## config.mk

```make
export PLATFORM = sky130hd
export DESIGN_NAME = cpu_status_map
export DESIGN_NICKNAME = d
export VERILOG_FILES = /design/src/rtl/cpu_map_pkg.sv /design/src/rtl/flag_calc.sv /design/src/rtl/addr_decode.sv /design/src/rtl/cpu_status_map.sv
export VERILOG_INCLUDE_DIRS = /design/src /design/src/rtl
export SDC_FILE = /design/constraint.sdc
export NUM_CORES = 1
export LEC_CHECK = 0
export ABC_AREA = 1
export BUFFER_PORTS_ARGS = -buffer_cell sky130_fd_sc_hd__buf_2
export CAP_MARGIN = 15
export CORE_ASPECT_RATIO = 2
export CORE_MARGIN = 1
export CORE_UTILIZATION = 45
export CTS_BUF_LIST = sky130_fd_sc_hd__clkbuf_8
export DETAILED_ROUTE_END_ITERATION = 6
export PLACE_DENSITY = 0.76
export SYNTH_ARGS = -nofsm -noshare
export SYNTH_HDL_FRONTEND = slang
export SYNTH_SLANG_ARGS = --single-unit
```

## constraint.sdc

```tcl
create_clock -name clk_sys -period 10.9 [get_ports clk_sys]
set_clock_uncertainty 0.2 [all_clocks]
set_input_delay 3.27 -clock clk_sys [delete_from_list [all_inputs] [get_ports clk_sys]]
set_output_delay 3.27 -clock clk_sys [all_outputs]
set_load 0.01 [all_outputs]
```

## src/rtl/cpu_map_map.svh

```systemverilog
// Offsets, field positions, reset values and address windows of the CPU status and map block.
// Included by the package only; design files see the macros through it. Definitions only.
`ifndef CPU_MAP_MAP_SVH
`define CPU_MAP_MAP_SVH
`define OFS_PTR_EXT 6'h0b
`define OFS_STATUS 6'h0f
`define RST_PTR_EXT 8'h00
`define RST_STATUS 8'h00
`define PTR_EXT_MASK 8'h01
`define BIT_IE 7
`define BIT_T 6
`define BIT_H 5
`define BIT_S 4
`define BIT_V 3
`define BIT_N 2
`define BIT_Z 1
`define BIT_C 0
`define IO_LO_END 16'h003f
`define IO_EXT_END 16'h103f
`define LOCK_BASE 16'h1040
`define LOCK_END 16'h104f
`define FUSE_BASE 16'h1050
`define FUSE_END 16'h105f
`define UROW_BASE 16'h1080
`define UROW_END 16'h109f
`define FROW_BASE 16'h1100
`define FROW_END 16'h117f
`define EE_BASE 16'h1400
`define EE_END 16'h15ff
`define SRAM_BASE 16'h4000
`define SRAM_END 16'h7fff
`define FWIN_BASE 16'h8000
`define PROG_TOP_LOW 17'h10000
`define PROG_TOP_WR 18'h20000
`define FLASH_PAGE_BITS 9
`define WAIT_CYCLES 2'h1
`endif

```

## src/rtl/cpu_map_pkg.sv

```systemverilog
// Types for the CPU status and address map block.
// Assumes cpu_map_map.svh sits on the include path.
package cpu_map_pkg;
    `include "cpu_map_map.svh"

    typedef enum logic [7:0] {
        RG_NONE = 8'h00, RG_IO = 8'h01, RG_LOCK = 8'h02, RG_FUSE = 8'h04,
        RG_UROW = 8'h08, RG_FROW = 8'h10, RG_EE = 8'h20, RG_SRAM = 8'h40,
        RG_FLASH = 8'h80
    } region_e;

    typedef enum logic [2:0] {
        ST_IDLE = 3'b001, ST_WAIT = 3'b010, ST_DONE = 3'b100
    } io_state_e;

    typedef enum logic [3:0] {
        OP_NONE, OP_ADD, OP_ADC, OP_SUB, OP_SBC, OP_AND, OP_OR, OP_XOR, OP_PASS
    } alu_op_e;

    typedef struct packed {
        logic [7:0] flags;
        logic [7:0] ptr_ext;
    } regs_s;

    typedef struct packed {
        logic [23:0] addr;
        region_e region;
        logic [16:0] flash_off;
        logic [7:0] page;
        logic fetch_ok;
    } decode_s;

    typedef struct packed {
        logic [7:0] res;
        logic c, z, n, v, h;
        logic h_valid, v_valid;
    } alu_flags_s;
endpackage

```

## src/rtl/flag_calc.sv

```systemverilog
// Flag producer for arithmetic and logic results.
// Operands come from the sequencer on the same clock; purely combinational.
`timescale 1ns/1ns
module flag_calc
    import cpu_map_pkg::*;
(
    // Operation
    input wire alu_op_e op,
    input wire logic [7:0] a,
    input wire logic [7:0] b,
    input wire logic cin,
    // Result
    output alu_flags_s fl
);
    logic [8:0] sum;
    logic [4:0] nib;
    logic cbit;

    always_comb begin
        fl = '0;
        cbit = (op == OP_ADC || op == OP_SBC) ? cin : 1'b0;
        sum = 9'h000;
        nib = 5'h00;
        case (op)
            OP_ADD, OP_ADC: begin
                sum = {1'b0, a} + {1'b0, b} + {8'h00, cbit};
                nib = {1'b0, a[3:0]} + {1'b0, b[3:0]} + {4'h0, cbit};
                fl.h_valid = 1'b1;
                fl.v_valid = 1'b1;
                fl.v = (a[7] == b[7]) && (sum[7] != a[7]);
            end
            OP_SUB, OP_SBC: begin
                sum = {1'b0, a} - {1'b0, b} - {8'h00, cbit};
                nib = {1'b0, a[3:0]} - {1'b0, b[3:0]} - {4'h0, cbit};
                fl.h_valid = 1'b1;
                fl.v_valid = 1'b1;
                fl.v = (a[7] != b[7]) && (sum[7] != a[7]);
            end
            OP_AND: sum = {1'b0, a & b};
            OP_OR: sum = {1'b0, a | b};
            OP_XOR: sum = {1'b0, a ^ b};
            OP_PASS: sum = {1'b0, a};
            default: sum = 9'h000;
        endcase
        // Logic ops clear V, as usual for this family
        if (op inside {OP_AND, OP_OR, OP_XOR})
            fl.v_valid = 1'b1;
        fl.res = sum[7:0];
        fl.h = nib[4];
        fl.c = sum[8];
        fl.n = sum[7];
        fl.z = (sum[7:0] == 8'h00);
    end
endmodule

```

## src/rtl/addr_decode.sv

```systemverilog
// Data-space and code-space address decoder.
// Pointer and extension come from registers on the same clock; combinational.
`timescale 1ns/1ns
module addr_decode
    import cpu_map_pkg::*;
(
    // Request
    input wire logic [7:0] ptr_ext,
    input wire logic [15:0] ptr,
    input wire logic use_ext,
    input wire logic code_space,
    // Decode
    output decode_s dec
);
    logic [15:0] a16;

    always_comb begin
        dec = '0;
        a16 = ptr;
        dec.addr = use_ext ? {ptr_ext, ptr} : {8'h00, ptr};
        if (code_space) begin
            dec.region = RG_FLASH;
            dec.flash_off = dec.addr[16:0];
            dec.fetch_ok = 1'b1;
        end else if (dec.addr[23:16] != 8'h00) begin
            dec.region = RG_NONE;
        end else if (a16 <= `IO_EXT_END) begin
            dec.region = RG_IO;
        end else if (a16 >= `LOCK_BASE && a16 <= `LOCK_END) begin
            dec.region = RG_LOCK;
        end else if (a16 >= `FUSE_BASE && a16 <= `FUSE_END) begin
            dec.region = RG_FUSE;
        end else if (a16 >= `UROW_BASE && a16 <= `UROW_END) begin
            dec.region = RG_UROW;
        end else if (a16 >= `FROW_BASE && a16 <= `FROW_END) begin
            dec.region = RG_FROW;
        end else if (a16 >= `EE_BASE && a16 <= `EE_END) begin
            dec.region = RG_EE;
        end else if (a16 >= `SRAM_BASE && a16 <= `SRAM_END) begin
            dec.region = RG_SRAM;
        end else if (a16 >= `FWIN_BASE) begin
            dec.region = RG_FLASH;
        end else begin
            dec.region = RG_NONE;
        end
        dec.page = dec.flash_off[16:`FLASH_PAGE_BITS];
    end
endmodule

```

## src/rtl/cpu_status_map.sv

```systemverilog
// CPU status flags, pointer extension register, and data/code address routing.
// Sequencer and ALU drive the request ports on clk_sys; memories answer in the same cycle.
`timescale 1ns/1ns

// How it works
// - Global enable set lets interrupts through; clear blocks all regardless of peripherals.
// - Entering a handler or returning from one never changes the global enable.
// - Set-interrupt and clear-interrupt instructions set and clear the global enable.
// - Changing the global enable through an I/O write adds exactly one wait cycle.
// - T flag is written by bit-store and read by bit-load.
// - Half-carry from add and subtract set on carry out of low nibble, else cleared; other ops keep it.
// - Sign flag always equals negative xor overflow.
// - Overflow flag set on signed overflow, else cleared; OP_PASS and OP_NONE keep it.
// - Negative flag follows result bit seven.
// - Zero flag set when result is zero.
// - Carry flag set on carry out, else cleared.
// - Extended program reads and writes prepend the extension byte to the pointer.
// - Indirect data accesses prepend the extension byte when asked.
// - Extension forms the top byte; unimplemented bits read zero.
// - Data addresses 0x8000 to 0xffff reach a 32 KB flash window.
// - Program reads and writes reach all flash from address zero.
// - Flash is 16-bit words in 256 pages of 512 bytes.
// - Flash splits into boot, application code and data sections for write protection.
// - SRAM sits at 0x4000, 16 KB, holds stack, cannot be fetched from.
// - EEPROM sits at 0x1400, 512 bytes, byte and multibyte access.
// - I/O at 0x0000 to 0x003f, extended I/O up to 0x103f.
// - Lock, fuse, user row and factory row each have their fixed windows.
module cpu_status_map
    import cpu_map_pkg::*;
(
    // Clock and reset
    input wire logic clk_sys,
    input wire logic rstn,
    // I/O register port
    input wire logic io_wr,
    input wire logic io_rd,
    input wire logic [5:0] io_addr,
    input wire logic [7:0] io_wdata,
    output logic [7:0] io_rdata,
    output logic io_wait,
    // Sequencer flag commands
    input wire logic irq_on_insn,
    input wire logic irq_off_insn,
    input wire logic irq_return_insn,
    input wire logic isr_enter,
    input wire logic bit_copy_out_insn,
    input wire logic bit_copy_in_insn,
    input wire logic [7:0] bit_src,
    input wire logic [2:0] bit_sel,
    output logic [7:0] bit_copy_result,
    // ALU result flags
    input wire logic alu_en,
    input wire alu_op_e alu_op,
    input wire logic [7:0] alu_a,
    input wire logic [7:0] alu_b,
    output logic [7:0] alu_res,
    // Interrupt gate
    input wire logic periph_irq,
    output logic irq_take,
    // Memory access request
    input wire logic mem_req,
    input wire logic mem_we,
    input wire logic mem_fetch,
    input wire logic code_space,
    input wire logic use_ext,
    input wire logic [15:0] ptr,
    input wire logic [7:0] mem_wdata,
    input wire logic [1:0] cur_section,
    input wire logic [7:0] boot_pages,
    input wire logic [7:0] code_pages,
    output logic [23:0] mem_addr,
    output region_e mem_region,
    output logic [7:0] flash_page,
    output logic mem_we_out,
    output logic mem_fault,
    output logic [7:0] mem_rdata,
    // Memory read data by region
    input wire logic [7:0] io_bus_rdata,
    input wire logic [7:0] nvm_rdata,
    input wire logic [7:0] sram_rdata,
    input wire logic [7:0] flash_rdata
);
    typedef struct packed {
        regs_s regs;
        io_state_e st;
        logic [7:0] bit_out;
        logic [7:0] res;
        logic [7:0] rdata;
        logic [7:0] io_rd_d;
    } state_s;

    state_s s_r;
    state_s s_nxt;
    alu_flags_s fl;
    decode_s dec;
    logic [1:0] tgt_section;
    logic wr_blocked;

    flag_calc u_flag (
        .op(alu_op),
        .a(alu_a),
        .b(alu_b),
        .cin(s_r.regs.flags[`BIT_C]),
        .fl(fl)
    );

    addr_decode u_dec (
        .ptr_ext(s_r.regs.ptr_ext),
        .ptr(ptr),
        .use_ext(use_ext),
        .code_space(code_space),
        .dec(dec)
    );

    // Section of target page: 0 boot, 1 application code, 2 application data
    always_comb begin
        if (dec.page < boot_pages)
            tgt_section = 2'd0;
        else if (dec.page < code_pages)
            tgt_section = 2'd1;
        else
            tgt_section = 2'd2;
    end

    // Code may only write its own section or a later one
    assign wr_blocked = code_space && mem_we && (tgt_section < cur_section);

    always_comb begin
        s_nxt = s_r;
        // I/O write of the status register; the wait state holds the access one cycle
        case (s_r.st)
            ST_IDLE: begin
                if (io_wr && io_addr == `OFS_STATUS &&
                    io_wdata[`BIT_IE] != s_r.regs.flags[`BIT_IE])
                    s_nxt.st = ST_WAIT;
                else if (io_wr && io_addr == `OFS_STATUS)
                    s_nxt.regs.flags = io_wdata;
            end
            ST_WAIT: begin
                s_nxt.regs.flags = io_wdata;
                s_nxt.st = ST_IDLE;
            end
            ST_DONE: s_nxt.st = ST_IDLE;
            default: s_nxt.st = ST_IDLE;
        endcase
        if (io_wr && io_addr == `OFS_PTR_EXT && s_r.st == ST_IDLE)
            s_nxt.regs.ptr_ext = io_wdata & `PTR_EXT_MASK;
        if (irq_on_insn)
            s_nxt.regs.flags[`BIT_IE] = 1'b1;
        if (irq_off_insn)
            s_nxt.regs.flags[`BIT_IE] = 1'b0;
        // Handler entry and return leave the enable untouched
        if (isr_enter || irq_return_insn)
            s_nxt.regs.flags[`BIT_IE] = s_nxt.regs.flags[`BIT_IE];
        if (bit_copy_out_insn)
            s_nxt.regs.flags[`BIT_T] = bit_src[bit_sel];
        s_nxt.bit_out = bit_src;
        if (bit_copy_in_insn)
            s_nxt.bit_out[bit_sel] = s_r.regs.flags[`BIT_T];
        if (alu_en) begin
            s_nxt.res = fl.res;
            s_nxt.regs.flags[`BIT_C] = fl.c;
            s_nxt.regs.flags[`BIT_Z] = fl.z;
            s_nxt.regs.flags[`BIT_N] = fl.n;
            if (fl.v_valid)
                s_nxt.regs.flags[`BIT_V] = fl.v;
            if (fl.h_valid)
                s_nxt.regs.flags[`BIT_H] = fl.h;
        end
        // Sign is re-derived after every update, so a direct write cannot break it
        s_nxt.regs.flags[`BIT_S] = s_nxt.regs.flags[`BIT_N] ^ s_nxt.regs.flags[`BIT_V];
        // I/O read data
        case (io_addr)
            `OFS_STATUS: s_nxt.io_rd_d = s_r.regs.flags;
            `OFS_PTR_EXT: s_nxt.io_rd_d = s_r.regs.ptr_ext;
            default: s_nxt.io_rd_d = 8'h00;
        endcase
        if (!io_rd)
            s_nxt.io_rd_d = 8'h00;
        // Memory read data steering
        s_nxt.rdata = 8'h00;
        if (mem_req && !mem_we) begin
            case (dec.region)
                RG_IO: s_nxt.rdata = io_bus_rdata;
                RG_LOCK, RG_FUSE, RG_UROW, RG_FROW, RG_EE: s_nxt.rdata = nvm_rdata;
                RG_SRAM: s_nxt.rdata = mem_fetch ? 8'h00 : sram_rdata;
                RG_FLASH: s_nxt.rdata = flash_rdata;
                default: s_nxt.rdata = 8'h00;
            endcase
        end
    end

    always_ff @(posedge clk_sys or negedge rstn) begin
        if (!rstn) begin
            s_r.regs.flags <= `RST_STATUS;
            s_r.regs.ptr_ext <= `RST_PTR_EXT;
            s_r.st <= ST_IDLE;
            s_r.bit_out <= 8'h00;
            s_r.res <= 8'h00;
            s_r.rdata <= 8'h00;
            s_r.io_rd_d <= 8'h00;
        end else begin
            s_r <= s_nxt;
        end
    end

    // Gate for every peripheral request
    assign irq_take = periph_irq && s_r.regs.flags[`BIT_IE];
    // Only the detecting cycle stalls; the held write lands at the edge that ends the wait state
    assign io_wait = (s_r.st == ST_IDLE) ? (io_wr && io_addr == `OFS_STATUS &&
        io_wdata[`BIT_IE] != s_r.regs.flags[`BIT_IE]) : 1'b0;
    assign io_rdata = s_r.io_rd_d;
    assign bit_copy_result = s_r.bit_out;
    assign alu_res = s_r.res;
    assign mem_rdata = s_r.rdata;
    assign mem_addr = dec.addr;
    assign mem_region = dec.region;
    assign flash_page = dec.page;
    // Fetch from SRAM and writes to reserved space are refused
    assign mem_fault = mem_req && ((mem_fetch && dec.region != RG_FLASH) || wr_blocked);
    assign mem_we_out = mem_req && mem_we && dec.region != RG_NONE && !wr_blocked;

    // Reference sums for the add checks, kept apart from the flag producer
    logic [8:0] ref_sum;
    logic [8:0] ref_ssum;
    logic [4:0] ref_nib;
    logic ref_cy;
    logic ref_hc;
    logic ref_ov;
    assign ref_sum = {1'b0, alu_a} + {1'b0, alu_b};
    assign ref_ssum = {alu_a[7], alu_a} + {alu_b[7], alu_b};
    assign ref_nib = {1'b0, alu_a[3:0]} + {1'b0, alu_b[3:0]};
    assign ref_cy = ref_sum[8];
    assign ref_hc = ref_nib[4];
    assign ref_ov = ref_ssum[8] != ref_ssum[7];
endmodule

```

### After elaboration in Yosys (flattened, before gate mapping)

Cells that the tools add are included.
Widths: inputs -> output; s select.

* register bits: 44
* bits in latches: 0
* bits in writable memories: 0
* ROM bits: 0
* bits of input ports: 136
* output and inout bits: 76
* word-level logic and storage cells: 158
* memories: 0

* add/sub/neg operators: 8
* multipliers: 0
* divide/modulo/power cells: 0
* order comparisons: 19
* equal/unequal tests: 33
* shifts and indexed selects: 0
* multiplexer cells: 44
* bitwise logic cells: 4
* reduce and logical (&&, ||, !) cells: 40

Operator list (number)
* $mux 8: 16
* $le 16x13->1 const B: 6
* $ge 16x13->1 const B: 5
* $pmux 9 s6: 1
* $mux 17: 2
* $pmux 8 s2: 2
* $pmux 8 s4: 1
* $logic_and 1x1->1: 22
* $eq 4x3->1 const B: 4
* $ge 16x15->1 const B: 1
* $ge 16x16->1 const B: 1
* $le 16x15->1 const B: 1
* $lt 8x8->1: 2
* $reduce_bool 8->1: 2
* $eq 6x4->1 const B: 2
* $ne 3x3->1 const B: 4
* $mux 1: 11
* $pmux 5 s2: 1
* $add 8x8->9: 1
* $add 9x1->9: 1
* $reduce_and 3->1: 3
* $reduce_bool 3->1: 3
* $sub 8x8->9: 1
* $sub 9x1->9: 1
* 43 further kinds: 54

### Longest topological paths before layout

* depth after elaboration: 15
* depth in mapped cells: 21
* mapped depth without buffers: 21

### Hierarchy

Synthesis repeated with hierarchy kept, for this count alone.

* cell total of the unflattened synthesis: 848
* area total of the unflattened synthesis: 5333.9 um2

By module, submodules not included
* cpu_status_map: instances 1, cells each 411, area an instance 2994.1 um2, sequential area each 1077.3 um2
* flag_calc: instances 1, cells each 307, area an instance 1679.1 um2, sequential area each 0.0 um2
* addr_decode: instances 1, cells each 130, area an instance 660.6 um2, sequential area each 0.0 um2

### Worst setup path before layout

OpenSTA, ideal clock, no wires.

* kind: input-to-output
* from: in code_space
* to: out mem_fault
* arrival: 5.190 ns
* required time: 7.430 ns
* setup slack: 2.240 ns
* stages: 14
* buffers on the path: 1
* path through: buf_4 -> inv_1 -> nor2_1 -> ha_1 -> a21oi_1 -> o21ai_0 -> a21oi_1 -> inv_1 -> nand2_1 -> inv_1 -> ha_1 -> nor3_1 -> nand2_1 -> a21boi_0

* longest elaborated chain between the ends: 8
* elaborated cells on any way between the ends: 13
* classes of those cells: order compare: 3; eq/ne: 1; mux: 4; reduce/logical: 5

Ends and longest elaborated chain
* start: declaration: line cpu_status_map.sv:64 `input wire logic code_space,`
* $mux 17 *: line addr_decode.sv:21 `if (code_space) begin`
* via flash_page[7]: line cpu_status_map.sv:73 `output logic [7:0] flash_page,`
* $lt 8x8->1: line cpu_status_map.sv:119 `else if (dec.page < code_pages)`
* $mux 2: line cpu_status_map.sv:119
* $mux 2 *: line cpu_status_map.sv:117 `if (dec.page < boot_pages)`
* $lt 2x2->1 *: line cpu_status_map.sv:126 `assign wr_blocked = code_space && mem_we && (tgt_section < cur_section);`
* $logic_and 1x1->1 *: line cpu_status_map.sv:126
* $logic_or 1x1->1 *: line cpu_status_map.sv:220 `assign mem_fault = mem_req && ((mem_fetch && dec.region != RG_FLASH) || wr_blocked);`
* $logic_and 1x1->1 *: line cpu_status_map.sv:220
* end: declaration: line cpu_status_map.sv:75 `output logic mem_fault,`

The timed path passes the listed nets; every way through them passes the cells marked *.

### Worst setup path in the final report

* from: in code_space
* to: out mem_fault

* longest elaborated chain between the ends: 8
* elaborated cells on any way between the ends: 13
* classes of those cells: order compare: 3; eq/ne: 1; mux: 4; reduce/logical: 5

Ends and longest elaborated chain (line)
* $mux 17: addr_decode.sv:21
* $lt 8x8->1: cpu_status_map.sv:119
* $mux 2: cpu_status_map.sv:119
* $mux 2: cpu_status_map.sv:117
* $lt 2x2->1: cpu_status_map.sv:126
* $logic_and 1x1->1: cpu_status_map.sv:126
* $logic_or 1x1->1 *: cpu_status_map.sv:220
* $logic_and 1x1->1 *: cpu_status_map.sv:220

Mark *: on every way between the ends. The rest lies on a longest branch, timed or not.

==> impl_metrics.env <==
export IMPL_status="complete, no violations"
export IMPL_leakage_nw=3.54
export IMPL_synthCells=762
export IMPL_synth_avg_cell_area_sq_um=6.52
export IMPL_seqCellArea_sq_mm=0.00108
export IMPL_min_to="alu_res[7]"
export IMPL_endpoint_kind="primary output"
export IMPL_cts_inserted_buffers=5
export IMPL_regToRegSetupSlack_ns=7.75
export IMPL_criticalPathCategory="input pin to primary output"
export IMPL_timing_rr_end="s_r[44]"
export IMPL_synth_seq_cells=43
export IMPL_via_per_inst=4.92
export IMPL_p_total_w=0.000478
export IMPL_cts_buffer_depth=2
export IMPL_critical_path_arrival_ns=5.45
export IMPL_drt_iter0_drc=186
export IMPL_fin_util_pct=53.8
export IMPL_fin_area_sq_mm=0.00571
export IMPL_track_usage_pct=24.1
export IMPL_ys_seq_area_share_pct=21.7
export IMPL_start_util_pct=46.8
export IMPL_synth_most_common_cell="nand2_1"
export IMPL_ctsHoldBuffers=0
export IMPL_fin_crit_ns=8.92
export IMPL_ys_flop_type="dfrtp_1"
export IMPL_synth_edf_count=0
export IMPL_ys_warn_count=0
export IMPL_synthArstFlopShare_pct=100
export IMPL_dieArea_sq_mm=0.0115
export IMPL_synth_commonest_cells="nand2_1 (189), inv_1 (141), nor2_1 (66)"
export IMPL_ir_worst_vdd_mv=0.0478
export IMPL_final_nets=1085
export IMPL_cp_max_fo=11
export IMPL_tns_ns=0
export IMPL_cp_required_ns=7.43
export IMPL_grt_overflow=0
export IMPL_timing_hold_ws_ns=0.278
export IMPL_grt_pass1_wl_mm=22.0
export IMPL_gp_congestion=0.987
export IMPL_maxSlewViolCount=0
export IMPL_worst_slew_pin_slew_ns=0.947
export IMPL_topRoutingLayerUsed="met4"
export IMPL_portBuffers=185
export IMPL_grt_pass1_vias=4908
export IMPL_cts_repair_resized=0
export IMPL_vias=5103
export IMPL_max_slew_margin_rel_pct=36.8
export IMPL_fmaxAchievable_ghz=0.112
export IMPL_period_share_pct=81.8
export IMPL_num_rows=53
export IMPL_antenna_found_initial=1
export IMPL_drive_above_1_share_pct=24.7
export IMPL_clk_insertion_delay_late_ns=0.29
export IMPL_fillers=1131
export IMPL_startpoint="code_space"
export IMPL_cap_violations=0
export IMPL_min_path_cells=2
export IMPL_drt_pass1_iterations=4
export IMPL_dp_hpwl_mm=11.8
export IMPL_ys_types=54
export IMPL_die_w_microns=76.3
export IMPL_core_area_sq_mm=0.0106
export IMPL_power_density_mw_per_mm2=83.8
export IMPL_die_h_microns=151
export IMPL_reg2reg_depth=13
export IMPL_min_path_type="flop to flop"
export IMPL_clk_pin_slew_ns=0.08
export IMPL_setup_viol_count_final=0
export IMPL_netlist_area_leader_share_pct=21.2
export IMPL_ant_nets=0
export IMPL_post_cts_setup_buffer_count=0
export IMPL_grt_max_degree=44
export IMPL_multiInputGateArea_sq_mm=0.00291
export IMPL_reg2reg_from="s_r[43]"
export IMPL_place_area_sq_mm=0.00563
export IMPL_post_drt_wl_per_cell_microns=13.4
export IMPL_hold_violations=0
export IMPL_wl_met2_mm=7.87
export IMPL_drcViolationCount=0
export IMPL_synth_top_area_cell="dfrtp_1"
export IMPL_synth_area_top_cells="dfrtp_1 (21%), nand2_1 (14%), ha_1 (12%), inv_1 (11%), buf_4 (8.8%)"
export IMPL_rsz0062_at_grt="no"
export IMPL_wl_mm=13.9
export IMPL_netlist_area_sq_mm=0.00497
export IMPL_met3_length_microns=695
export IMPL_min_from="alu_res[7]"
export IMPL_ios=212
export IMPL_synthToLayoutAreaGrowth_pct=15.0
export IMPL_worst_setup_path_start_kind="input pin"
export IMPL_wl_met1_mm=4.53
export IMPL_cts_root_buf="clkbuf_8"
export IMPL_htree_levels=2
export IMPL_cts_tree="built"
export IMPL_cts_sinks=43
[power by group]
part / switching (W) / internal [W] / total (W) / leakage (nW)
logic: 0.000125 / 0.0000763 / 0.000201 / 2.93
clock network: 0.0000516 / 0.0000431 / 0.0000948 / 0.0505
registers: 0.00000788 / 0.000175 / 0.000183 / 0.554
total: 0.000184 / 0.000294 / 0.000478 / 3.54
[sequential cells by signal, indices dropped and copies added, names as in the netlist]
register	flops
io_rdata	8
bit_copy_result	8
alu_res	8
mem_rdata	8
s_r	11
[cells by family after synthesis]
logic type | count (synthesis) | share of synthesized area [%]
xor+xnor | 1 | 0.176
buf+inv | 207 | 20.2
compound gates | 93 | 11.0
simple gates | 361 | 32.4
flops | 43 | 21.7
fa+ha+maj | 51 | 13.5
mux | 5 | 1.03
other cells | 1 | 0.0755
[routing by layer]
metal | GRT usage [%] | vias up
li1 | - | 2599
met5 | 0 | -
met4 | 15.3 | 0
met2 | 50.1 | 186
met3 | 3.21 | 52
met1 | 20.8 | 2266
[worst max-delay path: stages]
cell and delay, ns:
buf_2 0.21, inv_1 0.11, nor2_1 0.22, ha_1 0.31, a21oi_1 0.15, o21a_1 0.13
o21ai_0 0.14, nand2_1 0.10, inv_1 0.04, ha_1 0.16, nor3_1 0.18, nand2_1 0.10
a21boi_0 0.16, buf_2 0.16
[layout make-up]
class	count	area share, %
Clock buffer	5	1.20
Multi-Input combinational cell	518	50.9
Antenna cell	1	0.0438
Clock inverter	3	0.219
Timing Repair Buffer	185	16.2
Sequential cell	43	18.9
Inverter	145	9.55
Tap cell	137	3.00
[stage by stage]
step,std cells,setup WS (ns)
2_1_floorplan,768,2.24
3_3_place_gp,1028,2.08
3_5_place_dp,1028,1.99
4_1_cts,1036,1.98
5_1_grt,1037,1.80
6_report,1037,1.98
[placed cells by master (no fill, tap or decap), drive strengths merged, types with 2 or more instances in the layout]
cell,netlist,layout
a21oi,36,36
nand4,11,11
nor3b,4,4
and3,4,4
nand2,195,195
nand3b,9,9
o22ai,3,3
conb,1,7
ha,47,47
o211ai,2,2
nor3,6,6
mux2i,4,4
nor4,2,2
dfrtp,42,42
o21a,4,4
nor2,72,72
buf,60,185
clkbuf,2,5
o21ai,39,39
clkinv,2,3
nand3,54,54
fa,4,4
or2,3,3
inv,143,145
a31oi,3,3
[how the worst max path moves through the flow]
stage	to	cells after the start
after floorplan	mem_fault	14
after global placement	mem_fault	14
after detailed placement	mem_fault	14
after CTS	mem_fault	14
after global routing	mem_fault	14
final	mem_fault	14
Note: power is estimated with default switching activity, not from simulation.
